### config.mk
export PLATFORM = sky130hd
export DESIGN_NAME = timer_time_base
export DESIGN_NICKNAME = d
export VERILOG_FILES = /design/src/timer_time_base_pkg.sv /design/src/timer_time_base.sv
export SDC_FILE = /design/constraint.sdc
export NUM_CORES = 1
export LEC_CHECK = 0
export BUFFER_PORTS_ARGS = -buffer_cell sky130_fd_sc_hd__buf_2
export CAP_MARGIN = 10
export CORE_MARGIN = 3
export CORE_UTILIZATION = 60
export CTS_BUF_LIST = sky130_fd_sc_hd__clkbuf_8
export DETAILED_ROUTE_END_ITERATION = 16
export PLACE_DENSITY = 0.87
export SLEW_MARGIN = 20
export SYNTH_ARGS = -nofsm -noshare
export SYNTH_HDL_FRONTEND = slang
export SYNTH_SLANG_ARGS = --single-unit
### constraint.sdc
create_clock -name ref_clk -period 6.97 [get_ports ref_clk]
set_clock_uncertainty 0.05 [all_clocks]
set_input_delay 1.394 -clock ref_clk [delete_from_list [all_inputs] [get_ports ref_clk]]
set_output_delay 1.394 -clock ref_clk [all_outputs]
set_load 0.005 [all_outputs]
### src/timer_time_base_pkg.sv
// constants, register map and carrier types for the timer time-base unit
// assumes a 32-bit APB master and a single 10 MHz reference clock
// Functional notes
// - 16-bit counter with reload value, counts up, down or up/down.
// - software reads and writes count, reload and prescale at any time.
// - reload writes hit a buffer; copied always, or only on update if buffered.
// - update on overflow/underflow unless inhibited, and on software request.
// - count clock gated by run bit; internal enable follows one cycle later.
// - counter keeps running while the processor is halted for debug.
// - prescaler divides by two to a 4-bit exponent via 16-bit counter.
// - prescale exponent buffered; new ratio applies from next update.
// - up mode counts 0 to reload, wraps to 0, signals overflow.
// - up mode software update restarts counter and prescale counter at 0.
// - with update-source bit set, software update does not set the flag.
// - each update loads prescale and reload shadows; all but source-only software ones set flag.
// - down mode counts reload to 0, reloads and signals underflow.
// - down mode software update reloads counter, prescale counter to 0.
// - on underflow reload, shadow refreshes before the counter reloads.
// - center mode counts 0 to reload-1, then reload down to 1.
// - center mode direction bit ignores writes, shows hardware direction.
// - center mode updates on both ends; software update restarts at 0.
// - center mode while inhibited keeps counting on the active reload.
// - timer output wins a pin when channel is output and enabled.
// - four remap bits pick port A (0) or port B (1) per channel.
// - external clock and clock gate inputs act only in external modes.
// - software update request self-clears; run stays a software bit, direction too outside center mode.
package timer_time_base_pkg;
	localparam int CNT_W = 16;
	localparam int EXP_W = 4;
	localparam int NCHAN = 4;
	localparam logic [7:0] OFS_MAIN_CONTROL  = 8'h00;
	localparam logic [7:0] OFS_EVENT_REQUEST = 8'h04;
	localparam logic [7:0] OFS_TIMER_FLAGS   = 8'h08;
	localparam logic [7:0] OFS_COUNT_VALUE   = 8'h0C;
	localparam logic [7:0] OFS_PRESCALE      = 8'h10;
	localparam logic [7:0] OFS_RELOAD_VALUE  = 8'h14;
	localparam logic [7:0] OFS_TIMER_OPTION  = 8'h18;
	localparam logic [7:0] OFS_CHANNEL_SET   = 8'h1C;
	// main_control field positions, then event, flag, option and channel field positions
	localparam int CTL_RUN    = 0;
	localparam int CTL_INHIB  = 1;
	localparam int CTL_SRC    = 2;
	localparam int CTL_DIR    = 4;
	localparam int CTL_CENTER = 5;
	localparam int CTL_RELOAD_BUFFER_ENABLE   = 7;
	localparam int CTL_EXT    = 8;
	localparam int EVT_FORCE  = 0;
	localparam int FLG_REFR   = 0;
	localparam int OPT_REMAP  = 0;
	localparam int OPT_MSKEN  = 4;
	localparam int CHS_OUT    = 0;
	localparam int CHS_EN     = 4;
	localparam logic [15:0] RELOAD_RST = 16'hFFFF;
	localparam int CLK_HZ = 10_000_000;

	typedef struct packed {
		logic ext_mode;
		logic reload_buffer_enable;
		logic center_mode;
		logic dir_down;
		logic refresh_source_only;
		logic update_inhibit;
		logic count_run_bit;
	} main_control_s;

	typedef struct packed {
		logic [NCHAN-1:0] chan_is_output;
		logic [NCHAN-1:0] chan_enable;
	} channel_set_s;
endpackage

### src/timer_time_base.sv
// time-base unit: apb slave, prescaler, 16-bit counter, pin routing
// assumes apb master on ref_clk; channel logic drives chan_out on the same clock
//
// Implementation choices: the APB interface to the registers and the address map.
`timescale 1ns/1ps
module timer_time_base #(
	parameter int NCHAN = timer_time_base_pkg::NCHAN
) (
	// clock and reset
	input  wire logic              ref_clk,
	input  wire logic              rst_b,
	// apb slave
	input  wire logic              psel,
	input  wire logic              penable,
	input  wire logic              pwrite,
	input  wire logic [7:0]        paddr,
	input  wire logic [31:0]       pwdata,
	output logic                   pready,
	output logic [31:0]            prdata,
	output logic                   pslverr,
	// external clock pins (asynchronous)
	input  wire logic              ext_clock_in,
	input  wire logic              clock_gate_in,
	// channel pins and sharing
	input  wire logic [NCHAN-1:0]  pa_in,
	input  wire logic [NCHAN-1:0]  pb_in,
	input  wire logic [NCHAN-1:0]  chan_out,
	input  wire logic [NCHAN-1:0]  periph_pa_out,
	input  wire logic [NCHAN-1:0]  periph_pb_out,
	output logic [NCHAN-1:0]       chan_in,
	output logic [NCHAN-1:0]       pa_out,
	output logic [NCHAN-1:0]       pa_timer_owned,
	output logic [NCHAN-1:0]       pb_out,
	output logic [NCHAN-1:0]       pb_timer_owned,
	// time-base status
	output logic                   refresh_event,
	output logic                   internal_count_enable
);
	localparam int W = timer_time_base_pkg::CNT_W;
	localparam int EW = timer_time_base_pkg::EXP_W;

	// reset release synchroniser
	logic rst_s1_reg;
	logic rst_n;
	always_ff @(posedge ref_clk or negedge rst_b) begin
		if (!rst_b) begin
			rst_s1_reg <= 1'b0;
			rst_n      <= 1'b0;
		end else begin
			rst_s1_reg <= 1'b1;
			rst_n      <= rst_s1_reg;
		end
	end

	// pin synchronisers: first stage is read only by the second
	logic [1:0]       ext_s1_reg;
	logic [1:0]       ext_s2_reg;
	logic             ext_prev_reg;
	logic [NCHAN-1:0] pa_s1_reg;
	logic [NCHAN-1:0] pa_s2_reg;
	logic [NCHAN-1:0] pb_s1_reg;
	logic [NCHAN-1:0] pb_s2_reg;
	always_ff @(posedge ref_clk or negedge rst_n) begin
		if (!rst_n) begin
			ext_s1_reg <= 2'h0;
			ext_s2_reg <= 2'h0;
			pa_s1_reg  <= '0;
			pa_s2_reg  <= '0;
			pb_s1_reg  <= '0;
			pb_s2_reg  <= '0;
		end else begin
			ext_s1_reg <= {clock_gate_in, ext_clock_in};
			ext_s2_reg <= ext_s1_reg;
			pa_s1_reg  <= pa_in;
			pa_s2_reg  <= pa_s1_reg;
			pb_s1_reg  <= pb_in;
			pb_s2_reg  <= pb_s1_reg;
		end
	end

	// registers
	timer_time_base_pkg::main_control_s ctl_reg;
	timer_time_base_pkg::channel_set_s  chs_reg;
	logic [NCHAN-1:0] remap_reg;
	logic             mask_en_reg;
	logic [W-1:0]     cnt_reg;
	logic [W-1:0]     cnt_next;
	logic [W-1:0]     arr_buf_reg;
	logic [W-1:0]     arr_act_reg;
	logic [EW-1:0]    psc_buf_reg;
	logic [EW-1:0]    psc_act_reg;
	logic [W-1:0]     psc_cnt_reg;
	logic             flag_reg;
	logic             internal_count_enable_reg;

	// apb decode
	wire acc     = psel && penable && pready;
	wire wr      = acc && pwrite;
	wire wr_ctl  = wr && (paddr == timer_time_base_pkg::OFS_MAIN_CONTROL);
	wire wr_evt  = wr && (paddr == timer_time_base_pkg::OFS_EVENT_REQUEST);
	wire wr_flg  = wr && (paddr == timer_time_base_pkg::OFS_TIMER_FLAGS);
	wire wr_cnt  = wr && (paddr == timer_time_base_pkg::OFS_COUNT_VALUE);
	wire wr_psc  = wr && (paddr == timer_time_base_pkg::OFS_PRESCALE);
	wire wr_arr  = wr && (paddr == timer_time_base_pkg::OFS_RELOAD_VALUE);
	wire wr_opt  = wr && (paddr == timer_time_base_pkg::OFS_TIMER_OPTION);
	wire wr_chs  = wr && (paddr == timer_time_base_pkg::OFS_CHANNEL_SET);
	wire mapped  = (paddr[7:5] == 3'h0) && (paddr[1:0] == 2'h0);

	// force_refresh is never stored, so it reads back as zero
	wire force_refresh = wr_evt && pwdata[timer_time_base_pkg::EVT_FORCE];

	logic [31:0] rd_mux;
	always_comb begin
		rd_mux = 32'h0000_0000;
		unique case (paddr)
			timer_time_base_pkg::OFS_MAIN_CONTROL:  rd_mux = {25'h0, ctl_reg};
			timer_time_base_pkg::OFS_TIMER_FLAGS:   rd_mux = {31'h0, flag_reg};
			timer_time_base_pkg::OFS_COUNT_VALUE:   rd_mux = {16'h0, cnt_reg};
			timer_time_base_pkg::OFS_PRESCALE:      rd_mux = {28'h0, psc_buf_reg};
			timer_time_base_pkg::OFS_RELOAD_VALUE:  rd_mux = {16'h0, arr_buf_reg};
			timer_time_base_pkg::OFS_TIMER_OPTION:  rd_mux = {27'h0, mask_en_reg, remap_reg};
			timer_time_base_pkg::OFS_CHANNEL_SET:   rd_mux = {24'h0, chs_reg};
			default:                                rd_mux = 32'h0000_0000;
		endcase
	end

	// no wait states: answer computed in the setup cycle
	always_ff @(posedge ref_clk or negedge rst_n) begin
		if (!rst_n) begin
			pready  <= 1'b0;
			prdata  <= 32'h0000_0000;
			pslverr <= 1'b0;
		end else begin
			pready  <= psel && !penable && !pready;
			prdata  <= (psel && !penable) ? rd_mux : prdata;
			pslverr <= psel && !penable && !mapped;
		end
	end

	// clock source: internal clock, or synchronised external edges
	wire ext_gated  = ext_s2_reg[0] && (ext_s2_reg[1] || !mask_en_reg);
	wire ext_rise   = ext_gated && !ext_prev_reg;
	wire psc_in     = ctl_reg.ext_mode ? ext_rise : 1'b1;
	// prescaler wraps at 2^exp - 1
	wire [W-1:0] psc_top = W'((32'h1 << psc_act_reg) - 32'h1);
	wire psc_wrap   = psc_cnt_reg == psc_top;
	// count clock only with the delayed enable
	wire count_tick = internal_count_enable_reg && psc_in && psc_wrap;

	wire up_dir     = !ctl_reg.dir_down;
	wire cnt_eq_arr = cnt_reg == arr_act_reg;
	wire [W-1:0] arr_m1 = arr_act_reg - 16'h0001;
	wire ovf_up     = count_tick && !ctl_reg.center_mode && up_dir && cnt_eq_arr;
	wire udf_dn     = count_tick && !ctl_reg.center_mode && !up_dir && (cnt_reg == 16'h0000);
	wire ovf_ctr    = count_tick && ctl_reg.center_mode && up_dir && (arr_act_reg != 16'h0000)
		&& (cnt_reg == arr_m1);
	wire udf_ctr    = count_tick && ctl_reg.center_mode && !up_dir && (cnt_reg == 16'h0001);
	wire hw_event   = ovf_up || udf_dn || ovf_ctr || udf_ctr;
	// inhibit stops only hardware updates; center mode keeps counting
	wire hw_update  = hw_event && !ctl_reg.update_inhibit;
	wire update_ev  = hw_update || force_refresh;
	// software update raises no flag while source-only is set
	wire flag_set   = hw_update || (force_refresh && !ctl_reg.refresh_source_only);
	wire flag_clr   = wr_flg && pwdata[timer_time_base_pkg::FLG_REFR];
	// reload value in force for the next period
	wire [W-1:0] arr_new = (update_ev || !ctl_reg.reload_buffer_enable) ? arr_buf_reg
		: arr_act_reg;

	// counter next value
	always_comb begin
		cnt_next = cnt_reg;
		if (force_refresh) begin
			// down mode reloads, up and center restart at zero
			cnt_next = (ctl_reg.dir_down && !ctl_reg.center_mode) ? arr_new : 16'h0000;
		end else if (wr_cnt) begin
			cnt_next = pwdata[W-1:0];
		end else if (count_tick) begin
			if (ctl_reg.center_mode) begin
				if (arr_act_reg == 16'h0000) begin
					cnt_next = 16'h0000;
				end else if (ovf_ctr) begin
					// top of the swing takes the reload value just made active
					cnt_next = arr_new;
				end else if (up_dir) begin
					cnt_next = cnt_reg + 16'h0001;
				end else begin
					cnt_next = cnt_reg - 16'h0001;
				end
			end else if (up_dir) begin
				cnt_next = cnt_eq_arr ? 16'h0000 : cnt_reg + 16'h0001;
			end else begin
				cnt_next = (cnt_reg == 16'h0000) ? arr_new : cnt_reg - 16'h0001;
			end
		end
	end

	// control register: direction is hardware-owned in center mode
	timer_time_base_pkg::main_control_s ctl_wr;
	assign ctl_wr = {pwdata[timer_time_base_pkg::CTL_EXT],
		pwdata[timer_time_base_pkg::CTL_RELOAD_BUFFER_ENABLE], pwdata[timer_time_base_pkg::CTL_CENTER],
		pwdata[timer_time_base_pkg::CTL_DIR], pwdata[timer_time_base_pkg::CTL_SRC],
		pwdata[timer_time_base_pkg::CTL_INHIB], pwdata[timer_time_base_pkg::CTL_RUN]};
	logic dir_hw;
	always_comb begin
		dir_hw = ctl_reg.dir_down;
		if (force_refresh && ctl_reg.center_mode) begin
			dir_hw = 1'b0;
		end else if (ovf_ctr) begin
			dir_hw = 1'b1;
		end else if (udf_ctr) begin
			dir_hw = 1'b0;
		end
	end

	always_ff @(posedge ref_clk or negedge rst_n) begin
		if (!rst_n) begin
			ctl_reg <= '0;
		end else if (wr_ctl) begin
			ctl_reg <= ctl_wr;
			if (ctl_wr.center_mode && ctl_reg.center_mode) begin
				ctl_reg.dir_down <= dir_hw;
			end
		end else begin
			ctl_reg.dir_down <= ctl_reg.center_mode ? dir_hw : ctl_reg.dir_down;
		end
	end

	// time base core; no debug-halt input, so it never freezes
	always_ff @(posedge ref_clk or negedge rst_n) begin
		if (!rst_n) begin
			cnt_reg      <= 16'h0000;
			internal_count_enable_reg   <= 1'b0;
			psc_cnt_reg  <= 16'h0000;
			ext_prev_reg <= 1'b0;
		end else begin
			cnt_reg      <= cnt_next;
			internal_count_enable_reg   <= ctl_reg.count_run_bit;
			ext_prev_reg <= ext_gated;
			if (force_refresh) begin
				psc_cnt_reg <= 16'h0000;
			end else if (internal_count_enable_reg && psc_in) begin
				psc_cnt_reg <= psc_wrap ? 16'h0000 : psc_cnt_reg + 16'h0001;
			end
		end
	end

	// buffers and shadows
	always_ff @(posedge ref_clk or negedge rst_n) begin
		if (!rst_n) begin
			arr_buf_reg <= timer_time_base_pkg::RELOAD_RST;
			arr_act_reg <= timer_time_base_pkg::RELOAD_RST;
			psc_buf_reg <= 4'h0;
			psc_act_reg <= 4'h0;
		end else begin
			if (wr_arr) begin
				arr_buf_reg <= pwdata[W-1:0];
			end
			if (wr_psc) begin
				psc_buf_reg <= pwdata[EW-1:0];
			end
			arr_act_reg <= arr_new;
			if (update_ev) begin
				psc_act_reg <= psc_buf_reg;
			end
		end
	end

	// refresh flag: a set in the clearing cycle wins
	always_ff @(posedge ref_clk or negedge rst_n) begin
		if (!rst_n) begin
			flag_reg              <= 1'b0;
			refresh_event         <= 1'b0;
			internal_count_enable <= 1'b0;
		end else begin
			flag_reg              <= flag_set || (flag_reg && !flag_clr);
			refresh_event         <= update_ev;
			internal_count_enable <= internal_count_enable_reg;
		end
	end

	// option and channel registers
	always_ff @(posedge ref_clk or negedge rst_n) begin
		if (!rst_n) begin
			remap_reg   <= '0;
			mask_en_reg <= 1'b0;
			chs_reg     <= '0;
		end else begin
			if (wr_opt) begin
				remap_reg   <= pwdata[timer_time_base_pkg::OPT_REMAP +: NCHAN];
				mask_en_reg <= pwdata[timer_time_base_pkg::OPT_MSKEN];
			end
			if (wr_chs) begin
				chs_reg.chan_is_output <= pwdata[timer_time_base_pkg::CHS_OUT +: NCHAN];
				chs_reg.chan_enable    <= pwdata[timer_time_base_pkg::CHS_EN +: NCHAN];
			end
		end
	end

	// per-channel pin routing; the first timer simply leaves remap at zero
	for (genvar c = 0; c < NCHAN; c++) begin : g_chan
		wire drive = chs_reg.chan_is_output[c] && chs_reg.chan_enable[c];
		wire own_a = drive && !remap_reg[c];
		wire own_b = drive && remap_reg[c];
		always_ff @(posedge ref_clk or negedge rst_n) begin
			if (!rst_n) begin
				chan_in[c]        <= 1'b0;
				pa_out[c]         <= 1'b0;
				pb_out[c]         <= 1'b0;
				pa_timer_owned[c] <= 1'b0;
				pb_timer_owned[c] <= 1'b0;
			end else begin
				chan_in[c]        <= remap_reg[c] ? pb_s2_reg[c] : pa_s2_reg[c];
				pa_out[c]         <= own_a ? chan_out[c] : periph_pa_out[c];
				pb_out[c]         <= own_b ? chan_out[c] : periph_pb_out[c];
				pa_timer_owned[c] <= own_a;
				pb_timer_owned[c] <= own_b;
			end
		end
		pin_owner_a: assert property (@(posedge ref_clk) disable iff (!rst_n)
			own_a |=> pa_timer_owned[c] && pa_out[c] == $past(chan_out[c]))
			else $error("timer output lost its pin");
		remap_in_a: assert property (@(posedge ref_clk) disable iff (!rst_n)
			remap_reg[c] |=> chan_in[c] == $past(pb_s2_reg[c]))
			else $error("remapped channel not read from port B");
	end

	// checks
	run_delay_a: assert property (@(posedge ref_clk) disable iff (!rst_n)
		$rose(ctl_reg.count_run_bit) |-> !internal_count_enable_reg ##1 internal_count_enable_reg)
		else $error("count enable not one cycle after run bit");
	up_wrap_a: assert property (@(posedge ref_clk) disable iff (!rst_n)
		ovf_up && !force_refresh && !wr_cnt |=> cnt_reg == 16'h0000)
		else $error("up counter did not wrap to zero");
	down_reload_a: assert property (@(posedge ref_clk) disable iff (!rst_n)
		udf_dn && !force_refresh && !wr_cnt |=> cnt_reg == $past(arr_new))
		else $error("down counter did not reload");
	inhibit_a: assert property (@(posedge ref_clk) disable iff (!rst_n)
		hw_event && ctl_reg.update_inhibit && !force_refresh |=> !refresh_event)
		else $error("update raised while inhibited");
	src_only_a: assert property (@(posedge ref_clk) disable iff (!rst_n)
		force_refresh && ctl_reg.refresh_source_only && !hw_update && !flag_reg |=> !flag_reg)
		else $error("software update set flag with source-only");
	psc_hold_a: assert property (@(posedge ref_clk) disable iff (!rst_n)
		!update_ev |=> $stable(psc_act_reg))
		else $error("prescale ratio changed without update");
	sw_restart_a: assert property (@(posedge ref_clk) disable iff (!rst_n)
		force_refresh && !ctl_reg.dir_down |=> cnt_reg == 16'h0000 && psc_cnt_reg == 16'h0000)
		else $error("software update did not restart counters");
	center_dir_a: assert property (@(posedge ref_clk) disable iff (!rst_n)
		ovf_ctr && !force_refresh && !(wr_ctl && !ctl_wr.center_mode)
		|=> ctl_reg.dir_down ##0 refresh_event == $past(hw_update))
		else $error("center mode direction not turned at top");
	arr_buffer_a: assert property (@(posedge ref_clk) disable iff (!rst_n)
		ctl_reg.reload_buffer_enable && !update_ev |=> $stable(arr_act_reg))
		else $error("buffered reload changed without update");
	flag_set_a: assert property (@(posedge ref_clk) disable iff (!rst_n)
		flag_set |=> flag_reg)
		else $error("refresh flag not set by update");
	psc_load_a: assert property (@(posedge ref_clk) disable iff (!rst_n)
		update_ev |=> psc_act_reg == $past(psc_buf_reg))
		else $error("prescale ratio not loaded on update");
	arr_follow_a: assert property (@(posedge ref_clk) disable iff (!rst_n)
		!ctl_reg.reload_buffer_enable || update_ev |=> arr_act_reg == $past(arr_buf_reg))
		else $error("reload shadow did not take the buffer");
	down_sw_a: assert property (@(posedge ref_clk) disable iff (!rst_n)
		force_refresh && ctl_reg.dir_down && !ctl_reg.center_mode
		|=> cnt_reg == $past(arr_buf_reg) && psc_cnt_reg == 16'h0000)
		else $error("software update did not reload down counter");
	center_sw_a: assert property (@(posedge ref_clk) disable iff (!rst_n)
		force_refresh && ctl_reg.center_mode
		|=> cnt_reg == 16'h0000 && psc_cnt_reg == 16'h0000 && !ctl_reg.dir_down)
		else $error("center mode software update did not restart upward");
	no_tick_a: assert property (@(posedge ref_clk) disable iff (!rst_n)
		!internal_count_enable_reg && !force_refresh && !wr_cnt |=> $stable(cnt_reg))
		else $error("counter moved while disabled");
	center_bottom_a: assert property (@(posedge ref_clk) disable iff (!rst_n)
		udf_ctr && !force_refresh && !wr_cnt |=> cnt_reg == 16'h0000)
		else $error("center mode did not reach zero after underflow");
	dir_locked_a: assert property (@(posedge ref_clk) disable iff (!rst_n)
		wr_ctl && ctl_reg.center_mode && ctl_wr.center_mode && !ovf_ctr && !udf_ctr
		|=> ctl_reg.dir_down == $past(ctl_reg.dir_down))
		else $error("direction written in center mode");
endmodule // timer_time_base

# Word-level counts from Yosys, hierarchy flattened
# Index checks and enable logic that the tools add are counted.
# word_totals
output_inout_bits	56
word_cells	187
register_bits	173
in_bits	67
# classes
shifts	1
mux	35
n_eq_ne	11
n_reduce_logical	82
addsub	5
# op_table
op	n
16-bit two-way mux	15
16-bit case mux with 7 select lines	1
1-bit logical AND	50
16-bit == test	3
16-bit by 1-bit subtractor with 16-bit output (second input constant)	3
16-bit by 1-bit adder with 16-bit output (second input constant)	2
8-bit by 5-bit == test with 1-bit output (second input constant)	4
16-bit logical NOT	2
1-bit two-way mux	19
16-bit by 1-bit == test with 1-bit output (second input constant)	1
8-bit by 4-bit == test with 1-bit output (second input constant)	2
16-bit nonzero test	1
1-bit by 4-bit << shifter with 16-bit output (first input constant)	1
1-bit logical NOT	15
8-bit by 3-bit == test with 1-bit output (second input constant)	1
8-bit logical NOT	1
1-bit logical OR	8
2-bit nonzero test	2
3-bit logical NOT	1
3-bit nonzero test	1
2-bit logical NOT	1

# Depth between registers and ports, before layout
# depth
depth_word	23
depth_mapped	16
ltp_nobuf	12

# Worst setup path after synthesis
# Ideal clock, no wire load.
# synth_path
path_type	reg-to-reg
start	register psc_act_reg[2]
end	register cnt_reg[13]
t_arrival_ps	3800
path_slack_ps	2993
stages_incl_launch_ff	17
period_less_slack_ps	3977
n_path_buf	4
setup_time_ps	128
t_required_ps	6792
cell_sequence	dfrtp_1 clkbuf_1 clkbuf_1 nor4_1 inv_1 ha_1 clkbuf_1 or4b_1 a21o_1 a21oi_1 o211ai_1 o41ai_1 o21ai_2 buf_6 a211o_1 a221oi_2 o22ai_1
# synth_between
elab_chain_len	20
word_cells_on_any_way	32
cone_classes	add/sub: 1; eq/ne: 1; shift: 1; mux: 10; reduce/logical: 19
# synth_lines
element	line_no	rtl
from (decl)	timer_time_base.sv:91	logic [EW-1:0] psc_act_reg;
from (signal assigned)	timer_time_base.sv:263	psc_act_reg <= psc_buf_reg;
1-bit by 4-bit << shifter with 16-bit output *	timer_time_base.sv:145	wire [W-1:0] psc_top = W'((32'h1 << psc_act_reg) - 32'h1);
16-bit by 1-bit subtractor with 16-bit output *	timer_time_base.sv:145	
16-bit == test *	timer_time_base.sv:146	wire psc_wrap = psc_cnt_reg == psc_top;
1-bit logical AND *	timer_time_base.sv:148	wire count_tick = internal_count_enable_reg && psc_in && psc_wrap;
1-bit logical AND, on equally long branches	n/a	
1-bit logical AND, on equally long branches (2 in series)	timer_time_base.sv:153, timer_time_base.sv:154, timer_time_base.sv:155	
1-bit logical OR or 1-bit logical AND (tied branches)	timer_time_base.sv:158, timer_time_base.sv:156	
1-bit logical OR (2 in series)	timer_time_base.sv:158	wire hw_event = ovf_up || udf_dn || ovf_ctr || udf_ctr;
[2 not listed]	n/a	
1-bit logical OR	timer_time_base.sv:166	wire [W-1:0] arr_new = (update_ev || !ctl_reg.reload_buffer_enable) ? arr_buf_reg
16-bit two-way mux	timer_time_base.sv:166	
16-bit two-way mux, on equally long branches	timer_time_base.sv:192, timer_time_base.sv:181	
16-bit two-way mux, on equally long branches	timer_time_base.sv:189, timer_time_base.sv:179	
16-bit two-way mux	timer_time_base.sv:178	if (ctl_reg.center_mode) begin
16-bit two-way mux	timer_time_base.sv:177	end else if (count_tick) begin
16-bit two-way mux	timer_time_base.sv:175	end else if (wr_cnt) begin
16-bit two-way mux	timer_time_base.sv:172	if (force_refresh) begin
to (signal assigned)	timer_time_base.sv:236	cnt_reg <= cnt_next;
to (decl)	timer_time_base.sv:86	logic [W-1:0] cnt_reg;
# Every way passes the cells marked *; elsewhere a longest branch is shown, timed or not. The select of a mux whose other input is x is not followed.
# A chain may end at the register's enable or synchronous reset.

# Worst setup path in the final report
# layout_path
start	register psc_act_reg[3]
end	register cnt_reg[9]
# Same word-level chain as after synthesis.

==> results.md <==
* Status: complete, no violations
* Slowest cell on the critical path: nor3_1
* Die area at 0.01739 sq mm
* Main combinational cell family by area after synthesis: compound AO/OA/AOI/OAI gates
* Placer Congestion at 0.9742
* Clock sinks at 157
* DRT iter0 DRCs at 1219
* Pwr dens at 167.0 mW/mm^2
* Number of synthesized flops with an enable pin at 0
* Sw Ratio at 26.59%
* Finished Core Util at 67.57%
* # IOs at 123
* Syn Inst Count at 1013
* Diode count at 0
* R2r setup slk at 1540 ps
* Synth top area share at 32.91%
* Compound-cell area share of the yosys netlist at 18.99%
* Synthesized area per cell at 9.383 sq um
* Yosys warning count at 0
* Max_cap viols at 0
* Starting Density at 61.84%
* Unique masters post-synth at 78
* Minimum clock period at 5429 ps
* Die height at 131.9 microns
* CP arrival at 5730 ps
* DPL Wire Length at 19760 microns
* Root buf cell: clkbuf_8
* H-tree depth at 4
* Path type of the worst setup path: flip-flop to flip-flop
* Relative slew slack at 23.00%
* CP Launch Point: psc_act_reg[3]
* FF/Latch Area at 0.003973 sq mm
* Pin count of the biggest net entering global routing at 61
* Hold_buf cts at 0
* Register area share after synthesis at 41.75%
* Dominant synthesized flop cell: dfrtp_1
* Fin crit share at 77.89%
* Synthesized area at 0.009505 sq mm
* Synth Area in XOR/XNOR at 4.699%
* CTS tree: done
* Critical path fanouts, max at 24
* Cts bufs inserted at 17
* Reg power frac at 54.3%
* Longest Clk Path Bufs at 2
* Post-synth top cells: 125 x dfrtp_1, 85 x nand2_1, 80 x nor2_1, 73 x o21ai_0, 66 x mux2_2
* Cts repair resizes at 0
* Worst slew pin tran at 1153 ps
* Clock slew seen by the registers of the worst setup and hold paths at 100 ps
* Layout area overhead at 9.267%
* Drt pass-1 iters at 8
* Total power at 1.734 mW
* Ys async rst share at 100.0%
* Peak supply drop at 0.0001976 V
* Finish-stage setup viols at 0
* Cell mode on critical path: nand2_1
* Max-slew violations at 0
* First-pass GRT wire length at 45320 microns
* Largest cells by area after synthesis: dfrtp_1 33%, dfstp_2 8.8%, mux2_2 7.8%
* Port bufs at 90
* Num rows at 45
* Net Sw Power at 461.1 uW
* Initial antenna violation count at 0
* Largest area contributor in the netlist: dfrtp_1
* Critical Path RT at 7270 ps
* Routed WL at 28980 microns
* Antenna Nets Post-Route at 0
* CP cell instances: nor4_1, inv_1, ha_1, nor4b_1, a311o_1, a211oi_1, o211ai_1, nor3_1, nand2_1, nand2_1, o221ai_1, o221a_1
* P_int at 1.273 mW
* Reg2Reg Depth at 12
* Clk pwr share at 40.9%
* Die width at 131.9 microns
* Gr usage total at 32.90%
* Synth Area in Adders at 0.7898%
* Setup Buffers After CTS at 0
* CP Launch Type: flip-flop
* Fmax at 184.2 MHz
* Detailed-route DRC error count at 0
* Filler cells at 1201
* Dominant cell by count in the synthesized netlist: dfrtp_1
* Simple-Gate Fraction of Synth Area at 18.63%
* Core area at 0.01537 sq mm
* Combinational Power Share at 4.8%
* CP peak stage delay at 920 ps
* Final hold violation count at 0
* Post-synthesis mux area share at 10.12%
* Number of global-route vias before repair at 8340
* Via/cell ratio at 6.768
* Hold/Removal Path Class: flip-flop to async pin
* Leak at 4.532 nW
* Share of cells above drive strength 1 at 23.10%
* Setup TNS at 0 ps
* Multi-input logic area at 0.005131 sq mm
* GR Overflow Total at 0
* Reg-to-Reg End: cnt_reg[9]
* Worst-Skew Late Latency at 470 ps
* Synth Register Bits at 157
* RSZ-0062 raised after global routing: false
* CP Capture Type: flip-flop
* Nets at 1138
* Via count at 8724
* Crit Reg-Reg Startpoint: psc_act_reg[3]
* CP endpoint: cnt_reg[9]
* WL/cell at 22.48 microns
[worst max-delay path, delay by kind of cell, from the launching register on]
family	cells	cell delay, ps
AO/OA/AOI/OAI	5	1370
adder cells (fa/ha/maj)	1	310
AND/OR/NAND/NOR	5	2860
buffers and inverters	1	80
flip-flops	1	640
[cells by family (layout without fill, tap and decap cells)]
family                     after synthesis  count (layout)
DFF                                    157             157
muxes                                   83              83
adders and majority gates                6               6
buffers and inverters                  104             154
AOI/OAI and AO/OA                      262             262
and+or+nand+nor                        348             348
other                                    2              17
xor gates and xnor gates                51              51
[per-stage QoR]
step	hold WS [ps]	std cells	instance area [sq um]	setup WS [ps]
detailed placement	258.4	1257	9972	1757
finish	242.3	1289	10390	1541
global route	291.1	1289	10390	1334
CTS	266.2	1289	10380	1757
global placement	260.4	1257	9972	1838
floorplan	281.2	1028	9562	2277
[power by group through the flow]
stage | Clock [mW] | Combinational (mW) | Sequential (mW)
after floorplan | 0 | 0.0467 | 0.960
after CTS | 0.715 | 0.0826 | 0.942
after detailed placement | 0 | 0.0812 | 0.958
after global routing | 0.758 | 0.0909 | 0.944
final | 0.709 | 0.0834 | 0.942
after global placement | 0 | 0.0785 | 0.958
[cell usage in the layout (no fill, tap or decap), types with 5 or more instances in the layout]
cell	netlist	layout
buf_4	17	11
or3_1	5	5
conb_1	2	17
clkbuf_8	0	19
a221oi_1	9	9
nor2b_1	8	8
and2_1	11	11
a31oi_1	13	13
o21ai_1	5	5
a22oi_1	17	17
nand2b_1	16	16
nor4_1	11	11
nor2_1	80	80
xnor2_1	30	30
o31ai_1	6	6
nand2_1	85	85
and4_1	5	5
nor3_1	26	26
dfstp_2	32	32
inv_1	19	19
a21oi_1	32	32
a32oi_1	5	5
nand3_1	40	40
a211o_1	5	5
mux2i_1	11	11
nand4_1	9	9
o22ai_1	6	6
o211ai_1	12	12
dfrtp_1	125	124
mux2_2	66	66
a22o_1	10	10
buf_2	0	90
xor2_1	21	21
nor4b_1	5	5
and3_1	23	23
ha_1	6	6
a211oi_1	5	5
o21ai_0	73	73
[per-layer routing]
layer / track usage [%] / up-vias / share of wire (%) / routed length, microns
met5: 0 / - / 0 / 0
met4: 15.81 / 0 / 5.7 / 1660
met3: 8.740 / 141 / 11 / 3068
met2: 53.05 / 583 / 46 / 13430
met1: 41.35 / 4186 / 37 / 10810
li1: - / 3814 / - / -
[worst min-delay path by stage]
| stage | end | slack, ps | cells past startpoint |
|---|---|---|---|
| 6_report | pb_timer_owned[2] | 240 | 0 |
| 3_3_place_gp | pb_s1_reg[0] | 260 | 0 |
| 4_1_cts | pb_s1_reg[0] | 270 | 0 |
| 3_5_place_dp | pb_s1_reg[0] | 260 | 0 |
| 2_1_floorplan | ext_s2_reg[0] | 280 | 0 |
| 5_1_grt | pa_s1_reg[0] | 290 | 0 |
[area by class of cell]
| type | instances | share of cell area (%) |
|---|---|---|
| clock buffers | 19 | 2.518 |
| clock inverters | 13 | 1.397 |
| inverters | 21 | 0.7589 |
| multi-input cells | 767 | 49.40 |
| flip-flops and latches | 157 | 38.25 |
| well taps | 211 | 2.542 |
| repair buffers | 101 | 5.132 |
(Power assumes the default switching activity.)
